--- config.mk ---
export PLATFORM = sky130hd
export DESIGN_NAME = ics_sequencer
export DESIGN_NICKNAME = d
export VERILOG_FILES = /design/src/inc/ics_pkg.sv /design/src/core/ics_sequencer.sv
export VERILOG_INCLUDE_DIRS = /design/src /design/src/inc
export SDC_FILE = /design/constraint.sdc
export NUM_CORES = 1
export LEC_CHECK = 0
export ABC_AREA = 1
export BUFFER_PORTS_ARGS = -buffer_cell sky130_fd_sc_hd__buf_2
export CAP_MARGIN = 20
export CORE_ASPECT_RATIO = 0.5
export CORE_UTILIZATION = 49
export DETAILED_ROUTE_END_ITERATION = 10
export PLACE_DENSITY = 0.81
export SYNTH_ARGS = -nofsm -noshare
export SYNTH_HDL_FRONTEND = slang
export SYNTH_HIERARCHICAL = 1
export SYNTH_SLANG_ARGS = --single-unit
--- constraint.sdc ---
create_clock -name clock_i -period 1.4 [get_ports clock_i]
set_input_delay 0.21 -clock clock_i [delete_from_list [all_inputs] [get_ports clock_i]]
set_output_delay 0.21 -clock clock_i [all_outputs]
set_load 0.02 [all_outputs]
--- src/inc/ics_params.svh ---
// Constants for the instruction cycle sequencer
`ifndef ICS_PARAMS_SVH
`define ICS_PARAMS_SVH
`define ICS_PHASES       4
`define ICS_INSTR_W      12
`define ICS_PC_W         10
`define ICS_DADDR_W      5
`define ICS_DATA_W       8
`define ICS_PC_RESET     10'h000
`define ICS_NOP_WORD     12'h000
`define ICS_PHASE_ONE    2'h0
`define ICS_PHASE_TWO    2'h1
`define ICS_PHASE_THREE  2'h2
`define ICS_PHASE_FOUR   2'h3
`define ICS_PHASE_OH_RESET 4'h1
`endif

--- src/inc/ics_pkg.sv ---
// Types for the instruction cycle sequencer
`default_nettype none
`include "ics_params.svh"
package ics_pkg;
	typedef logic [`ICS_INSTR_W-1:0] ics_word_t;
	typedef logic [`ICS_PC_W-1:0]    ics_pc_t;
	typedef enum {ICS_RUN, ICS_FLUSH} ics_state_t;
	typedef struct packed {
		logic phase_one;
		logic phase_two;
		logic phase_three;
		logic phase_four;
	} ics_phase_t;
	typedef struct packed {
		logic                     rd_en;
		logic                     wr_en;
	} ics_dmem_t;
	typedef struct packed {
		logic    load;
		ics_pc_t target;
	} ics_branch_t;
endpackage
`default_nettype wire

--- src/core/ics_sequencer.sv ---
// Four-phase instruction cycle sequencer with two-stage pipeline
`default_nettype none
`include "ics_params.svh"
// Summary of operation
// - The input clock is divided by four into four non-overlapping phases.
// - The program counter increments once per cycle, in phase one.
// - The program word is latched into the instruction register at phase four.
// - The latched instruction is decoded and executed in phases two to four.
// - Data memory is read in phase two and written in phase four.
// - Fetch of the next word overlaps execution of the current one.
// - An instruction that loads the program counter takes two cycles.
// - Each fetch delivers one whole 12-bit word within one cycle.
module ics_sequencer (
	input  wire logic                clock_i,
	input  wire logic                rst_n_i,
	input  wire ics_pkg::ics_word_t  prog_word_i,
	input  wire ics_pkg::ics_branch_t branch_i,
	output ics_pkg::ics_pc_t         program_counter_o,
	output ics_pkg::ics_word_t       instruction_register_o,
	output ics_pkg::ics_phase_t      phase_o,
	output ics_pkg::ics_dmem_t       dmem_o,
	output logic                     exec_valid_o,
	output logic                     decode_en_o,
	output logic                     cycle_start_o
);
	import ics_pkg::*;

	logic [1:0] phase_r;
	logic [1:0] phase_nxt;
	ics_pc_t    pc_r;
	ics_word_t  ir_r;
	ics_state_t state_r;
	logic       valid_r;
	logic       redirect;
	ics_phase_t ph;
	ics_phase_t ph_nxt;
	wire logic  tap_one;
	wire logic  tap_two;
	wire logic  tap_three;
	wire logic  tap_four;
	wire logic  tap_nxt_one;
	wire logic  tap_nxt_two;
	wire logic  tap_nxt_three;
	wire logic  tap_nxt_four;

	// Counter wraps four to one, so phases can never overlap
	assign phase_nxt = phase_r + 2'h1;

	// Redirect only counts for a live instruction in its last phase
	assign redirect = ph.phase_four && branch_i.load && valid_r;

	// Same decoder for every phase keeps the strobes identical in timing
	ics_phase_tap #(
		.CODE (`ICS_PHASE_ONE)
	) u_tap_one (
		.phase_i (phase_r),
		.hit_o   (tap_one)
	);

	ics_phase_tap #(
		.CODE (`ICS_PHASE_TWO)
	) u_tap_two (
		.phase_i (phase_r),
		.hit_o   (tap_two)
	);

	ics_phase_tap #(
		.CODE (`ICS_PHASE_THREE)
	) u_tap_three (
		.phase_i (phase_r),
		.hit_o   (tap_three)
	);

	ics_phase_tap #(
		.CODE (`ICS_PHASE_FOUR)
	) u_tap_four (
		.phase_i (phase_r),
		.hit_o   (tap_four)
	);

	ics_phase_tap #(
		.CODE (`ICS_PHASE_ONE)
	) u_tap_nxt_one (
		.phase_i (phase_nxt),
		.hit_o   (tap_nxt_one)
	);

	ics_phase_tap #(
		.CODE (`ICS_PHASE_TWO)
	) u_tap_nxt_two (
		.phase_i (phase_nxt),
		.hit_o   (tap_nxt_two)
	);

	ics_phase_tap #(
		.CODE (`ICS_PHASE_THREE)
	) u_tap_nxt_three (
		.phase_i (phase_nxt),
		.hit_o   (tap_nxt_three)
	);

	ics_phase_tap #(
		.CODE (`ICS_PHASE_FOUR)
	) u_tap_nxt_four (
		.phase_i (phase_nxt),
		.hit_o   (tap_nxt_four)
	);

	// Divide by four; phases are one-hot enables, never overlapping
	always_ff @(posedge clock_i) begin
		if (!rst_n_i) begin
			phase_r <= `ICS_PHASE_FOUR;
		end else begin
			phase_r <= phase_nxt;
		end
	end

	always_comb begin
		ph.phase_one       = tap_one;
		ph.phase_two       = tap_two;
		ph.phase_three     = tap_three;
		ph.phase_four      = tap_four;
		ph_nxt.phase_one   = tap_nxt_one;
		ph_nxt.phase_two   = tap_nxt_two;
		ph_nxt.phase_three = tap_nxt_three;
		ph_nxt.phase_four  = tap_nxt_four;
	end

	// Program counter: increment in phase one, branch target at phase four
	always_ff @(posedge clock_i) begin
		if (!rst_n_i) begin
			pc_r <= `ICS_PC_RESET;
		end else if (redirect) begin
			// One below target, so the phase-one step fetches the target
			pc_r <= branch_i.target - ics_pc_t'(1);
		end else if (ph.phase_one) begin
			pc_r <= pc_r + ics_pc_t'(1);
		end
	end

	// Whole word captured in one go; flushed word becomes a no-op
	always_ff @(posedge clock_i) begin
		if (!rst_n_i) begin
			ir_r <= `ICS_NOP_WORD;
		end else if (ph.phase_four) begin
			if (redirect) begin
				ir_r <= `ICS_NOP_WORD;
			end else begin
				ir_r <= prog_word_i;
			end
		end
	end

	// Extra cycle after a redirect; the reset cycle counts as one
	always_ff @(posedge clock_i) begin
		if (!rst_n_i) begin
			state_r <= ICS_FLUSH;
		end else if (ph.phase_four) begin
			unique case (state_r)
				ICS_RUN: begin
					if (redirect) begin
						state_r <= ICS_FLUSH;
					end
				end
				ICS_FLUSH: begin
					state_r <= ICS_RUN;
				end
			endcase
		end
	end

	// Slot is live unless its word was discarded by a redirect
	always_ff @(posedge clock_i) begin
		if (!rst_n_i) begin
			valid_r <= 1'b0;
		end else if (ph.phase_four) begin
			unique case (state_r)
				ICS_RUN: begin
					valid_r <= !redirect;
				end
				ICS_FLUSH: begin
					valid_r <= 1'b1;
				end
			endcase
		end
	end

	// Phase outputs registered one edge early, from the next-phase decode, so they align with phases
	always_ff @(posedge clock_i) begin
		if (!rst_n_i) begin
			// Parked in phase four with the counter, so no false step
			phase_o <= ics_phase_t'(`ICS_PHASE_OH_RESET);
		end else begin
			phase_o <= ph_nxt;
		end
	end

	always_comb begin
		program_counter_o      = pc_r;
		instruction_register_o = ir_r;
		exec_valid_o           = valid_r;
		cycle_start_o          = ph.phase_one;
		// Decode/execute window spans phases two to four
		decode_en_o   = valid_r && !ph.phase_one;
		dmem_o.rd_en  = valid_r && ph.phase_two;
		dmem_o.wr_en  = valid_r && ph.phase_four;
	end
endmodule // ics_sequencer

// Matches one phase code of the divider
module ics_phase_tap #(
	parameter logic [1:0] CODE = `ICS_PHASE_ONE
) (
	input  wire logic [1:0] phase_i,
	output logic            hit_o
);
	assign hit_o = (phase_i == CODE);
endmodule // ics_phase_tap
`default_nettype wire

# Yosys cells after proc, flatten, opt, wreduce, memory -nomap -nowiden
# Cells that the tools add are included.
[word_totals]
regBits = 61
in_bits = 25
output_inout_bits = 31
word_cells = 37
[op_classes]
add_sub_neg = 3
eq_ne = 7
n_mux = 6
reduce_logical = 12
[op_table]
columns = ["operator", "count"]
rows = [
  ["one-hot mux 32 bit (2 select lines)", 1],
  ["equality test 32 x 1 -> 1 bit (second input constant)", 1],
  ["logical NOT 32 bit", 1],
  ["two-way mux 32 bit", 1],
  ["two-way mux 10 bit", 2],
  ["two-way mux 12 bit", 1],
  ["adder 10 x 1 -> 10 bit (second input constant)", 1],
  ["subtractor 10 x 1 -> 10 bit (second input constant)", 1],
  ["equality test 2 bit (second input constant)", 3],
  ["logical AND 1 bit", 5],
  ["equality test 2 x 1 -> 1 bit (second input constant)", 2],
  ["logical NOT 2 bit", 2],
  ["adder 2 x 1 -> 2 bit (second input constant)", 1],
  ["logical NOT 1 bit", 2],
  ["!= test 2 bit (second input constant)", 1],
  ["one-hot mux 1 bit (2 select lines)", 1],
  ["AND reduction 2 bit", 1],
  ["nonzero test 2 bit", 1],
]

# Longest topological paths before layout
# Gate-level depths: netlist (run 1).
[logic_depth]
depth_word = 5
mapped_depth = 11

# Modules after synthesis
# The synthesis (run 1) kept the hierarchy.
[by_module_without_submodules]
columns = ["mod", "instances", "cells_per_inst", "area_per_inst_um2", "seq_area_each_um2"]
rows = [
  ["ics_sequencer", 1, 216, 1525.2, 600.6],
  ["ics_phase_tap (u_tap_nxt_three ...)", 3, 2, 10.0, 0.0],
  ["ics_phase_tap (u_tap_four ...)", 2, 2, 7.5, 0.0],
  ["ics_phase_tap (u_tap_nxt_one ...)", 2, 1, 3.8, 0.0],
]

# Worst setup path after synthesis (run 1)
# OpenSTA, ideal clock, no wires.
[synth_timing]
path_type = "register to register"
start = "register phase_r[1]"
end = "register pc_r[3] (netlist: program_counter_o[3])"
setup_time_ns = 0.123
arrival_ns = 1.415
required_ns = 1.277
slack_ns = -0.138
path_stages_with_launch = 8
n_path_buf = 1
period_less_slack_ns = 1.538
cell_sequence = "dfxtp_1 > nor2_1 > inv_1 > nand2_2 > buf_6 > inv_2 > a21oi_1 > nor3_2"
[synth_between]
word_cells_on_any_way = 6
classes_between = "1 x eq/ne; 1 x mux; 4 x reduce/logical"
[synth_lines]
columns = ["item", "line_no", "text"]
rows = [
  ["from (decl)", "ics_sequencer.sv:28", "logic [1:0] phase_r;"],
  ["from (signal assigned)", "ics_sequencer.sv:112", "phase_r <= `ICS_PHASE_FOUR;"],
  ["from (signal assigned)", "ics_sequencer.sv:114", "phase_r <= phase_nxt;"],
  ["logical NOT 2 bit", "ics_sequencer.sv:217", "assign hit_o = (phase_i == CODE);"],
  ["via cycle_start_o", "ics_sequencer.sv:24", "output logic cycle_start_o"],
  ["nonzero test 2 bit (no source line)", "--", ""],
  ["to (signal assigned)", "ics_sequencer.sv:132", "pc_r <= `ICS_PC_RESET;"],
  ["to (signal assigned)", "ics_sequencer.sv:135", "pc_r <= branch_i.target - ics_pc_t'(1);"],
  ["to (signal assigned)", "ics_sequencer.sv:137", "pc_r <= pc_r + ics_pc_t'(1);"],
  ["to (decl)", "ics_sequencer.sv:30", "ics_pc_t pc_r;"],
]
# The timed path passes the listed nets, and every way through them passes these cells.
# A chain may end at the register's enable or synchronous reset.

# Final worst setup path (run 1)
[layout_timing]
start = "register phase_r[0]"
end = "output port decode_en_o"
[layout_between]
elab_chain_cells = 3
[layout_rtl]
columns = ["item", "line_no", "text"]
rows = [
  ["logical NOT 2 bit", "ics_sequencer.sv:217", ""],
  ["logical NOT 1 bit", "ics_sequencer.sv:204", "decode_en_o = valid_r && !ph.phase_one;"],
  ["logical AND 1 bit", "ics_sequencer.sv:204", ""],
  ["to (decl)", "ics_sequencer.sv:23", "output logic decode_en_o,"],
]
# Every way passes these cells.

==> impl_metrics.ini, run 1 <==
[setup_path]
ff2ff_setup_slack_ns = 0.08
crit_type = reg -> out
rr_worst_depth = 9
worstPathArrival_ns = 1.14
slowest_stage = dfxtp_2
crit_path_frequent_cell = buf_6
cp-start-kind = flip-flop
regToRegEndpoint = program_counter_o[3]$_SDFFE_PN0P_
path_max_fanout = 5
max_stage_delay_ns = 0.33
worstSetupEndpointType = output pin
cp.required_ns = 1.19
cp_top_family = buffers and inverters
worstPathCellList = buf_6 -> nor2_4 -> buf_6 -> nor2_2 -> buf_4
r2r-start = phase_r[0]$_SDFF_PN1_
cp_num_buf_inv = 3

[timing]
rsz0062_at_grt = yes
fin_skew_ns = 0.00677
period_share_pct = 96.4
tightest_slew_ns = 0.362
setup_viol = 0
max_freq_mhz = 741
final_hold_viol_count = 0
slew_headroom_pct = 75.8
holdWs_ns = 0.210
slew_viol_final = 0
finalCriticalPeriod_ns = 1.35

[pwr]
powerDensity_nw_per_um2 = 1100
p_leak_nw = 1.04
vdd_drop_max_mv = 0.662

[global_routing]
grt_antenna_before_repair = 0
grt_max_degree = 17
grt_pass1_wl_mm = 6.07
gr-usage-all-layers_pct = 23.8
grt_pass1_vias = 1432
grt_overflow = 0

[cts]
ctsHoldBuffers = 0
cts_buffer_depth = 2
clk_latency_ns = 0.28
numCtsBuffers = 5
clk_pin_slew_ns = 0.07
cts-root-buf = clkbuf_8
cts_tree = built
htree_num_levels = 2
numClockSinks = 30

[die]
rows = 14
die_h_um = 42.1
ioPinCount = 56
die_area_um2 = 3460
core_area_um2 = 3030
die_w_um = 82.3
start_util_pct = 52.1

[logic_synthesis]
yosysMostFrequentCell = nand2_1
synthSimpleGateAreaFrac_pct = 30.4
synth_top_area_cell = dfxtp_1
yosys_most_used_dff = dfxtp_1
synth_edf_count = 0
synthTopCellsByArea = dfxtp_1 (38%), nand2_1 (8.6%), inv_1 (8.1%), nand3_1 (6.3%), o21ai_0 (6.0%)
synth_top_family_by_area = simple AND/OR/NAND/NOR gates
ys_warn_count = 6
synthAdderAreaFrac_pct = 1.59
synth_cell_type_count = 30
synthXorXnorAreaFrac_pct = 1.67
ys_seq_elements = 30
yosys.area.top_type_share_pct = 38.1
syn_inst = 228
yosys-top-cells-count = nand2_1 (36), inv_1 (34), dfxtp_1 (30)
seq_area_frac_synth_pct = 38.1
avgSynthCellArea_um2 = 6.92
synthMuxAreaShare_pct = 0
synth-compound-area-share_pct = 15.8
netlist_area_um2 = 1580
synthArstFlopShare_pct = 0
syn-num-nets = 255

[route]
drt-initial-drc-count = 33
finalWirelength_mm = 3.75
dr.pass1.iters = 4
remaining_drc_errors = 0
vias = 1660
ant_nets = 0
via_per_inst = 5.03
wl_per_cell_um = 11.3

[final_layout]
fin_cells = 330
layout-drive-gt1-share_pct = 31.7
area_delta_synth_final_pct = 28.7
fin_area_um2 = 2030
nNetsFinal = 317
final_util_pct = 67.0
fill_cells = 261
diodes = 0

[place]
numPortBuffers = 55
placement.cell_area_um2 = 1910
dpl.cell_count = 322
gp_congestion = 0.794
dp_hpwl_mm = 2.72

[min_path]
holdCritStartpoint = prog_word_i[4]
min_to = instruction_register_o[4]$_SDFFE_PN0P_
min_path_type = in -> reg
whs_path_depth = 3

[run_status]
status = complete, no violations

[job]
maxCapViolCount = 0
==> what timing repair did <==
item,CTS,global route
buffers inserted,0,1
setup endpoints to repair,1,7
gates resized for setup,2,12
pin swaps,0,1
==> power breakdown <==
| part | internal (W) | switching [W] | total, W |
|---|---|---|---|
| Sequential | 0.000944 | 0.0000564 | 0.00100 |
| Clock | 0.000333 | 0.000326 | 0.000659 |
| Combinational | 0.000217 | 0.000361 | 0.000578 |
| Total | 0.00149 | 0.000744 | 0.00224 |
==> state kept, by name (all words and copies together) (netlist names) <==
register / cells
program_counter_o: 10
phase_r: 2
phase_o: 4
state_r: 1
instruction_register_o: 12
exec_valid_o: 1
==> how the worst max path moves through the flow <==
stage               cells after the start                  start                                 to  slack, ns
global placement                       12            branch_i[0]  program_counter_o[8]$_SDFFE_PN0P_       0.10
CTS                                     5  phase_r[0]$_SDFF_PN1_                        decode_en_o       0.02
detailed placement                     12            branch_i[0]  program_counter_o[8]$_SDFFE_PN0P_       0.04
global route                            9  phase_r[0]$_SDFF_PN1_  program_counter_o[3]$_SDFFE_PN0P_     -0.002
floorplan                              10  phase_r[1]$_SDFF_PN1_  program_counter_o[3]$_SDFFE_PN0P_       0.01
finish                                  5  phase_r[0]$_SDFF_PN1_                        decode_en_o       0.05
==> area by class of cell <==
| class | instances | area, um^2 | area share [%] |
|---|---|---|---|
| multi-input combinational | 153 | 795 | 39.1 |
| sequential | 30 | 606 | 29.8 |
| timing repair buffer | 63 | 352 | 17.3 |
| inverter | 37 | 150 | 7.39 |
| clock buffer | 5 | 68.8 | 3.39 |
| tap | 40 | 50.0 | 2.46 |
| clock inverter | 2 | 10.0 | 0.493 |
==> cell usage in the layout (no fill, tap or decap) <==
| cell type | instances |
|---|---|
| xor2_1 | 1 |
| o21ai_0 | 19 |
| nand2_4 | 2 |
| nor2_2 | 6 |
| nand4_1 | 3 |
| nor3_2 | 1 |
| ha_1 | 2 |
| nor3_1 | 12 |
| nand2_1 | 36 |
| inv_2 | 3 |
| dfxtp_1 | 26 |
| buf_2 | 53 |
| buf_4 | 7 |
| a31oi_1 | 3 |
| nor2_1 | 21 |
| a21oi_1 | 7 |
| o211ai_1 | 1 |
| nor2_4 | 1 |
| a211oi_1 | 1 |
| inv_1 | 32 |
| buf_6 | 3 |
| o21a_1 | 2 |
| inv_8 | 1 |
| o211ai_2 | 1 |
| clkinv_2 | 2 |
| clkinvlp_4 | 1 |
| nand3b_1 | 1 |
| nand3_1 | 20 |
| dfxtp_2 | 4 |
| o21bai_1 | 5 |
| clkbuf_8 | 5 |
| o21ai_1 | 4 |
| or2_2 | 2 |
| xnor2_1 | 2 |
==> kinds of logic after synthesis <==
logic type	count (synthesis)
AO/OA/AOI/OAI	43
XOR/XNOR	3
adder cells (fa/ha/maj)	2
buffers and inverters	45
flip-flops	30
AND/OR/NAND/NOR	105
==> per-layer routing <==
| layer | global-route usage [%] | up-vias | part of all wire (%) |
|---|---|---|---|
| li1 | - | 860 | - |
| met1 | 28.3 | 750 | 46 |
| met2 | 38.7 | 46 | 48 |
| met3 | 9.57 | 4 | 4.6 |
| met4 | 8.42 | 0 | 1.2 |
| met5 | 0 | - | 0 |
==> per-stage QoR <==
stage | setup WS, ns | total power (W) | setup TNS (ns)
2_1_floorplan | 0.0145 | 0.00138 | 0
3_5_place_dp | 0.0352 | 0.00157 | 0
4_1_cts | 0.0220 | 0.00222 | 0
5_1_grt | -0.00246 | 0.00236 | -0.00379
6_report | 0.0508 | 0.00224 | 0
3_3_place_gp | 0.100 | 0.00156 | 0
==> worst register-to-register path: stages, from the launching register on <==
cell and delay (ns):
dfxtp_2 0.34, nand2_1 0.05, inv_1 0.07, nand2_1 0.06, inv_2 0.07, nand2_4 0.10, a21oi_1 0.13, o21ai_0 0.12
a21oi_1 0.21, nor3_2 0.06
(Power assumes the default switching activity.)
==> run 2: changes to the inputs <==
--- a/config.mk
+++ b/config.mk
@@ -12,6 +12,7 @@
 export CORE_ASPECT_RATIO = 0.5
 export CORE_UTILIZATION = 49
 export DETAILED_ROUTE_END_ITERATION = 10
+export MAX_ROUTING_LAYER = met4
 export PLACE_DENSITY = 0.81
 export SYNTH_ARGS = -nofsm -noshare
 export SYNTH_HDL_FRONTEND = slang
==> run 2 against run 1 <==
Register-to-register slack is essentially flat; routed wire length shrank 0.56%; sequential share of layout area is the same; clock-buffer cell count is the same; non-clock buffer count is the same; critical path type unchanged; largest cell class unchanged.
==> impl_metrics.ini, run 2 (same netlist as run 1, synthesis figures left out) <==
[cts]
clk_pin_slew_ns = 0.07
numClockSinks = 30
cts_buffer_depth = 2
clk_latency_ns = 0.28
htree_num_levels = 2
cts_tree = built
ctsHoldBuffers = 0
numCtsBuffers = 5
cts-root-buf = clkbuf_8

[setup_path]
path_max_fanout = 5
cp_num_buf_inv = 3
worstSetupEndpointType = output pin
worstPathArrival_ns = 1.14
crit_path_frequent_cell = buf_6
crit_type = reg -> out
cp_top_family = buffers and inverters
slowest_stage = dfxtp_2
cp.required_ns = 1.19
max_stage_delay_ns = 0.33
worstPathCellList = buf_6 -> nor2_4 -> buf_6 -> nor2_2 -> buf_4
cp-start-kind = flip-flop

[global_routing]
grt_pass1_vias = 1433
grt_overflow = 0
grt_pass1_wl_mm = 6.07
grt_max_degree = 17
grt_antenna_before_repair = 0
gr-usage-all-layers_pct = 24.5

[job]
maxCapViolCount = 0

[die]
core_area_um2 = 3030
die_area_um2 = 3460
rows = 14
start_util_pct = 52.1
die_w_um = 82.3
die_h_um = 42.1
ioPinCount = 56

[route]
remaining_drc_errors = 0
ant_nets = 0
vias = 1647
wl_per_cell_um = 11.3
finalWirelength_mm = 3.72
dr.pass1.iters = 4
drt-initial-drc-count = 37
via_per_inst = 4.99

[pwr]
powerDensity_nw_per_um2 = 1100
vdd_drop_max_mv = 0.661
p_leak_nw = 1.04

[final_layout]
layout-drive-gt1-share_pct = 31.7
final_util_pct = 67.0
largest_reg_flops = 12
final_common_cell = buf_2
area_delta_synth_final_pct = 28.7
nNetsFinal = 317
diodes = 0
fin_area_um2 = 2030
layout_common_cells = buf_2 (53), nand2_1 (36), inv_1 (32)

[place]
dp_worst_setup_slack_ns = 0.0352
gp_congestion = 0.805
numPortBuffers = 55
placement.cell_area_um2 = 1910
dp_hpwl_mm = 2.72

[run_status]
status = complete, no violations

[timing]
fin_skew_ns = 0.00649
holdWs_ns = 0.211
slew_viol_final = 0
setup_viol = 0
tns_ns = 0
slew_headroom_pct = 75.8
final_hold_viol_count = 0
period_share_pct = 96.3
max_freq_mhz = 742
rsz0062_at_grt = yes
tightest_slew_ns = 0.362
setup_slack_ns = 0.0522
finalCriticalPeriod_ns = 1.35

[min_path]
min_path_type = in -> reg
==> run 2: cell counts in the layout (fill, tap and decap cells not counted) <==
Identical to the previous run, type by type.
==> run 2: through the flow <==
| step | cells | power (W) |
|---|---|---|
| 2_1_floorplan | 228 | 0.00138 |
| 3_3_place_gp | 322 | 0.00156 |
| 3_5_place_dp | 322 | 0.00157 |
| 4_1_cts | 329 | 0.00222 |
| 5_1_grt | 330 | 0.00236 |
| 6_report | 330 | 0.00224 |
==> run 2: path summary, 6_finish.rpt <==
kind,start,to,slack [ns],cells after the start
setup / recovery,phase_r[0]$_SDFF_PN1_,decode_en_o,0.05,5
hold / removal,prog_word_i[4],instruction_register_o[4]$_SDFFE_PN0P_,0.21,3
setup reg to reg,phase_r[0]$_SDFF_PN1_,program_counter_o[3]$_SDFFE_PN0P_,0.07,9
hold reg to reg,state_r[0]$_SDFFE_PN1P_,state_r[0]$_SDFFE_PN1P_,0.46,2
==> run 2: power by group <==
part	switching [W]	internal [W]
combinational	0.000361	0.000217
clock	0.000324	0.000333
sequential	0.0000561	0.000944
total	0.000741	0.00149
==> run 2: area by class of cell <==
cell class / instances / area, um^2
Timing Repair Buffer: 63 / 352
Tap cell: 40 / 50.0
Clock buffer: 5 / 68.8
Clock inverter: 2 / 10.0
Multi-Input combinational cell: 153 / 795
Sequential cell: 30 / 606
Fill cell: 261 / 1000
Inverter: 37 / 150
==> run 2: tightest hold or removal path, cell delays in order <==
cell and delay [ns]:
buf_2 0.09, nor2_1 0.09, nor3_1 0.05
==> run 2: routing by layer <==
metal	track usage (%)	wire, um	vias to the layer above
met1	28.7	1740	744
met3	8.91	147	4
li1	-	-	860
met5	-	0	-
met4	8.42	46	0
met2	38.7	1790	39
==> run 2: what timing repair did <==
action / CTS / global route
setup endpoints to repair: 1 / 7
gates resized for setup: 2 / 12
buffers inserted: 0 / 1
pin swaps: 0 / 1
==> run 3: changes to the inputs <==
--- a/config.mk
+++ b/config.mk
@@ -7,13 +7,13 @@
 export NUM_CORES = 1
 export LEC_CHECK = 0
 export ABC_AREA = 1
-export BUFFER_PORTS_ARGS = -buffer_cell sky130_fd_sc_hd__buf_2
 export CAP_MARGIN = 20
 export CORE_ASPECT_RATIO = 0.5
-export CORE_UTILIZATION = 49
+export CORE_UTILIZATION = 50
 export DETAILED_ROUTE_END_ITERATION = 10
+export DONT_BUFFER_PORTS = 1
 export MAX_ROUTING_LAYER = met4
-export PLACE_DENSITY = 0.81
+export PLACE_DENSITY = 0.67
 export SYNTH_ARGS = -nofsm -noshare
 export SYNTH_HDL_FRONTEND = slang
 export SYNTH_HIERARCHICAL = 1
==> run 3 against run 2 <==
Clock skew is essentially flat; cell count shrank 14%; critical path type unchanged; die area shrank 1.9%; via count shrank 8.1%; first-iteration DRC count grew to 3.1 times the previous value; sequential share of layout area grew 3.5 points; global-route usage grew 0.61 points; sequential cell count is the same; critical endpoint unchanged; worst setup slack gained 0.018 ns; clock-buffer cell count is the same; total power shrank 4.6%.
==> impl_metrics.ini, run 3 (same netlist as run 1, synthesis figures left out) <==
[cts]
cts-root-buf = clkbuf_8
clk_pin_slew_ns = 0.06
numClockSinks = 30
htree_num_levels = 2
clk_latency_ns = 0.28
numCtsBuffers = 5
cts_setup_buffers = 0
cts_tree = built
cts_buffer_depth = 2

[final_layout]
diodes = 0
fill_cells = 250
largest_reg_flops = 12
final_common_cell = nand2_1
layout_common_cells = nand2_1 (36), inv_1 (33), dfxtp_1 (29)
fin_area_um2 = 1810
final_util_pct = 64.9
nNetsFinal = 273
area_delta_synth_final_pct = 14.4
layout-drive-gt1-share_pct = 17.5

[timing]
tns_ns = 0
tightest_slew_ns = 0.413
fin_skew_ns = 0.00677
max_freq_mhz = 752
slew_viol_final = 0
setup_viol = 0
finalCriticalPeriod_ns = 1.33
rsz0062_at_grt = no
final_hold_viol_count = 0
slew_headroom_pct = 72.4
period_share_pct = 95.0

[setup_path]
crit_type = reg -> out
cp.required_ns = 1.19
cp-start-kind = flip-flop
worstSetupEndpointType = output pin
worstPathArrival_ns = 1.12
path_max_fanout = 5

[die]
core_area_um2 = 2780
ioPinCount = 56
die_w_um = 81.4
die_area_um2 = 3400
start_util_pct = 56.7
die_h_um = 41.7
rows = 13

[pwr]
power_switching_w = 0.000696
combPwrFrac_pct = 19.6
p_int_w = 0.00144
powerDensity_nw_per_um2 = 1180
p_leak_nw = 0.848
swShare_pct = 32.6
clkPwrFrac_pct = 30.3
vdd_drop_max_mv = 0.982
seqPwrFrac_pct = 50.0

[place]
placement.cell_area_um2 = 1710
gp_congestion = 0.912
numPortBuffers = 0
dp_hpwl_mm = 2.68

[job]
maxCapViolCount = 0

[route]
via_per_inst = 5.35
finalWirelength_mm = 3.77
drt-initial-drc-count = 116
ant_nets = 0
remaining_drc_errors = 0
vias = 1513
wl_per_cell_um = 13.3
dr.pass1.iters = 4

[global_routing]
gr-usage-all-layers_pct = 25.1
grt_pass1_wl_mm = 6.21
grt_max_degree = 24
grt_antenna_before_repair = 0
grt_overflow = 0
grt_pass1_vias = 1426

[run_status]
status = complete, no violations

[min_path]
min_path_type = in -> reg
## run 3: worst paths after layout
check	cells past startpoint	slack, ns	to	startpoint
max	4	0.07	decode_en_o	phase_r[1]$_SDFF_PN1_
min reg2reg	2	0.46	state_r[0]$_SDFFE_PN1P_	state_r[0]$_SDFFE_PN1P_
min	2	0.04	phase_o[2]$_SDFF_PN0_	rst_n_i
max reg2reg	8	0.13	program_counter_o[8]$_SDFFE_PN0P_	program_counter_o[1]$_SDFFE_PN0P_
## run 3: layout make-up
| type | instances | area (um^2) | share of cell area [%] |
|---|---|---|---|
| clock inverters | 2 | 10.0 | 0.554 |
| inverters | 37 | 144 | 7.97 |
| clock buffers | 5 | 68.8 | 3.81 |
| repair buffers | 19 | 145 | 8.04 |
| multi-input cells | 153 | 790 | 43.7 |
| flip-flops and latches | 30 | 602 | 33.3 |
| well taps | 37 | 46.3 | 2.56 |
## run 3: critical path, stage by stage, from the launching register on
cell,delay [ns]
dfxtp_1,0.33
buf_4,0.13
nor2_2,0.04
buf_4,0.17
nor2_4,0.17
## run 3: power groups by stage
| stage | clock network [W] | logic (W) | registers [W] |
|---|---|---|---|
| after global placement | 0 | 0.000399 | 0.00108 |
| after CTS | 0.000667 | 0.000419 | 0.00107 |
| after floorplan | 0 | 0.000272 | 0.00111 |
| after global routing | 0.000709 | 0.000469 | 0.00108 |
| final | 0.000647 | 0.000419 | 0.00107 |
| after detailed placement | 0 | 0.000410 | 0.00108 |
## run 3: per-layer routing
metal  track usage [%]  share of wire [%]
met3              8.13                9.5
met5                 -                  0
met4              11.1                2.0
met1              30.9                 46
met2              37.3                 42
## run 3: repair_timing
action / CTS / global route
hold buffers: 1 / 0
pin swaps: 0 / 0
gates resized for setup: 2 / 1
setup endpoints to repair: 1 / 2
hold endpoints to repair: 1 / 0
## run 3: per-stage QoR
step	hold WS [ns]	cells	setup WS [ns]	total power, W
2_1_floorplan	0.391	228	0.0145	0.00138
3_3_place_gp	0.286	275	0.114	0.00148
3_5_place_dp	0.292	275	0.0913	0.00149
4_1_cts	0.0220	283	0.0535	0.00215
5_1_grt	0.0200	283	0.00131	0.00226
6_report	0.0372	283	0.0699	0.00213
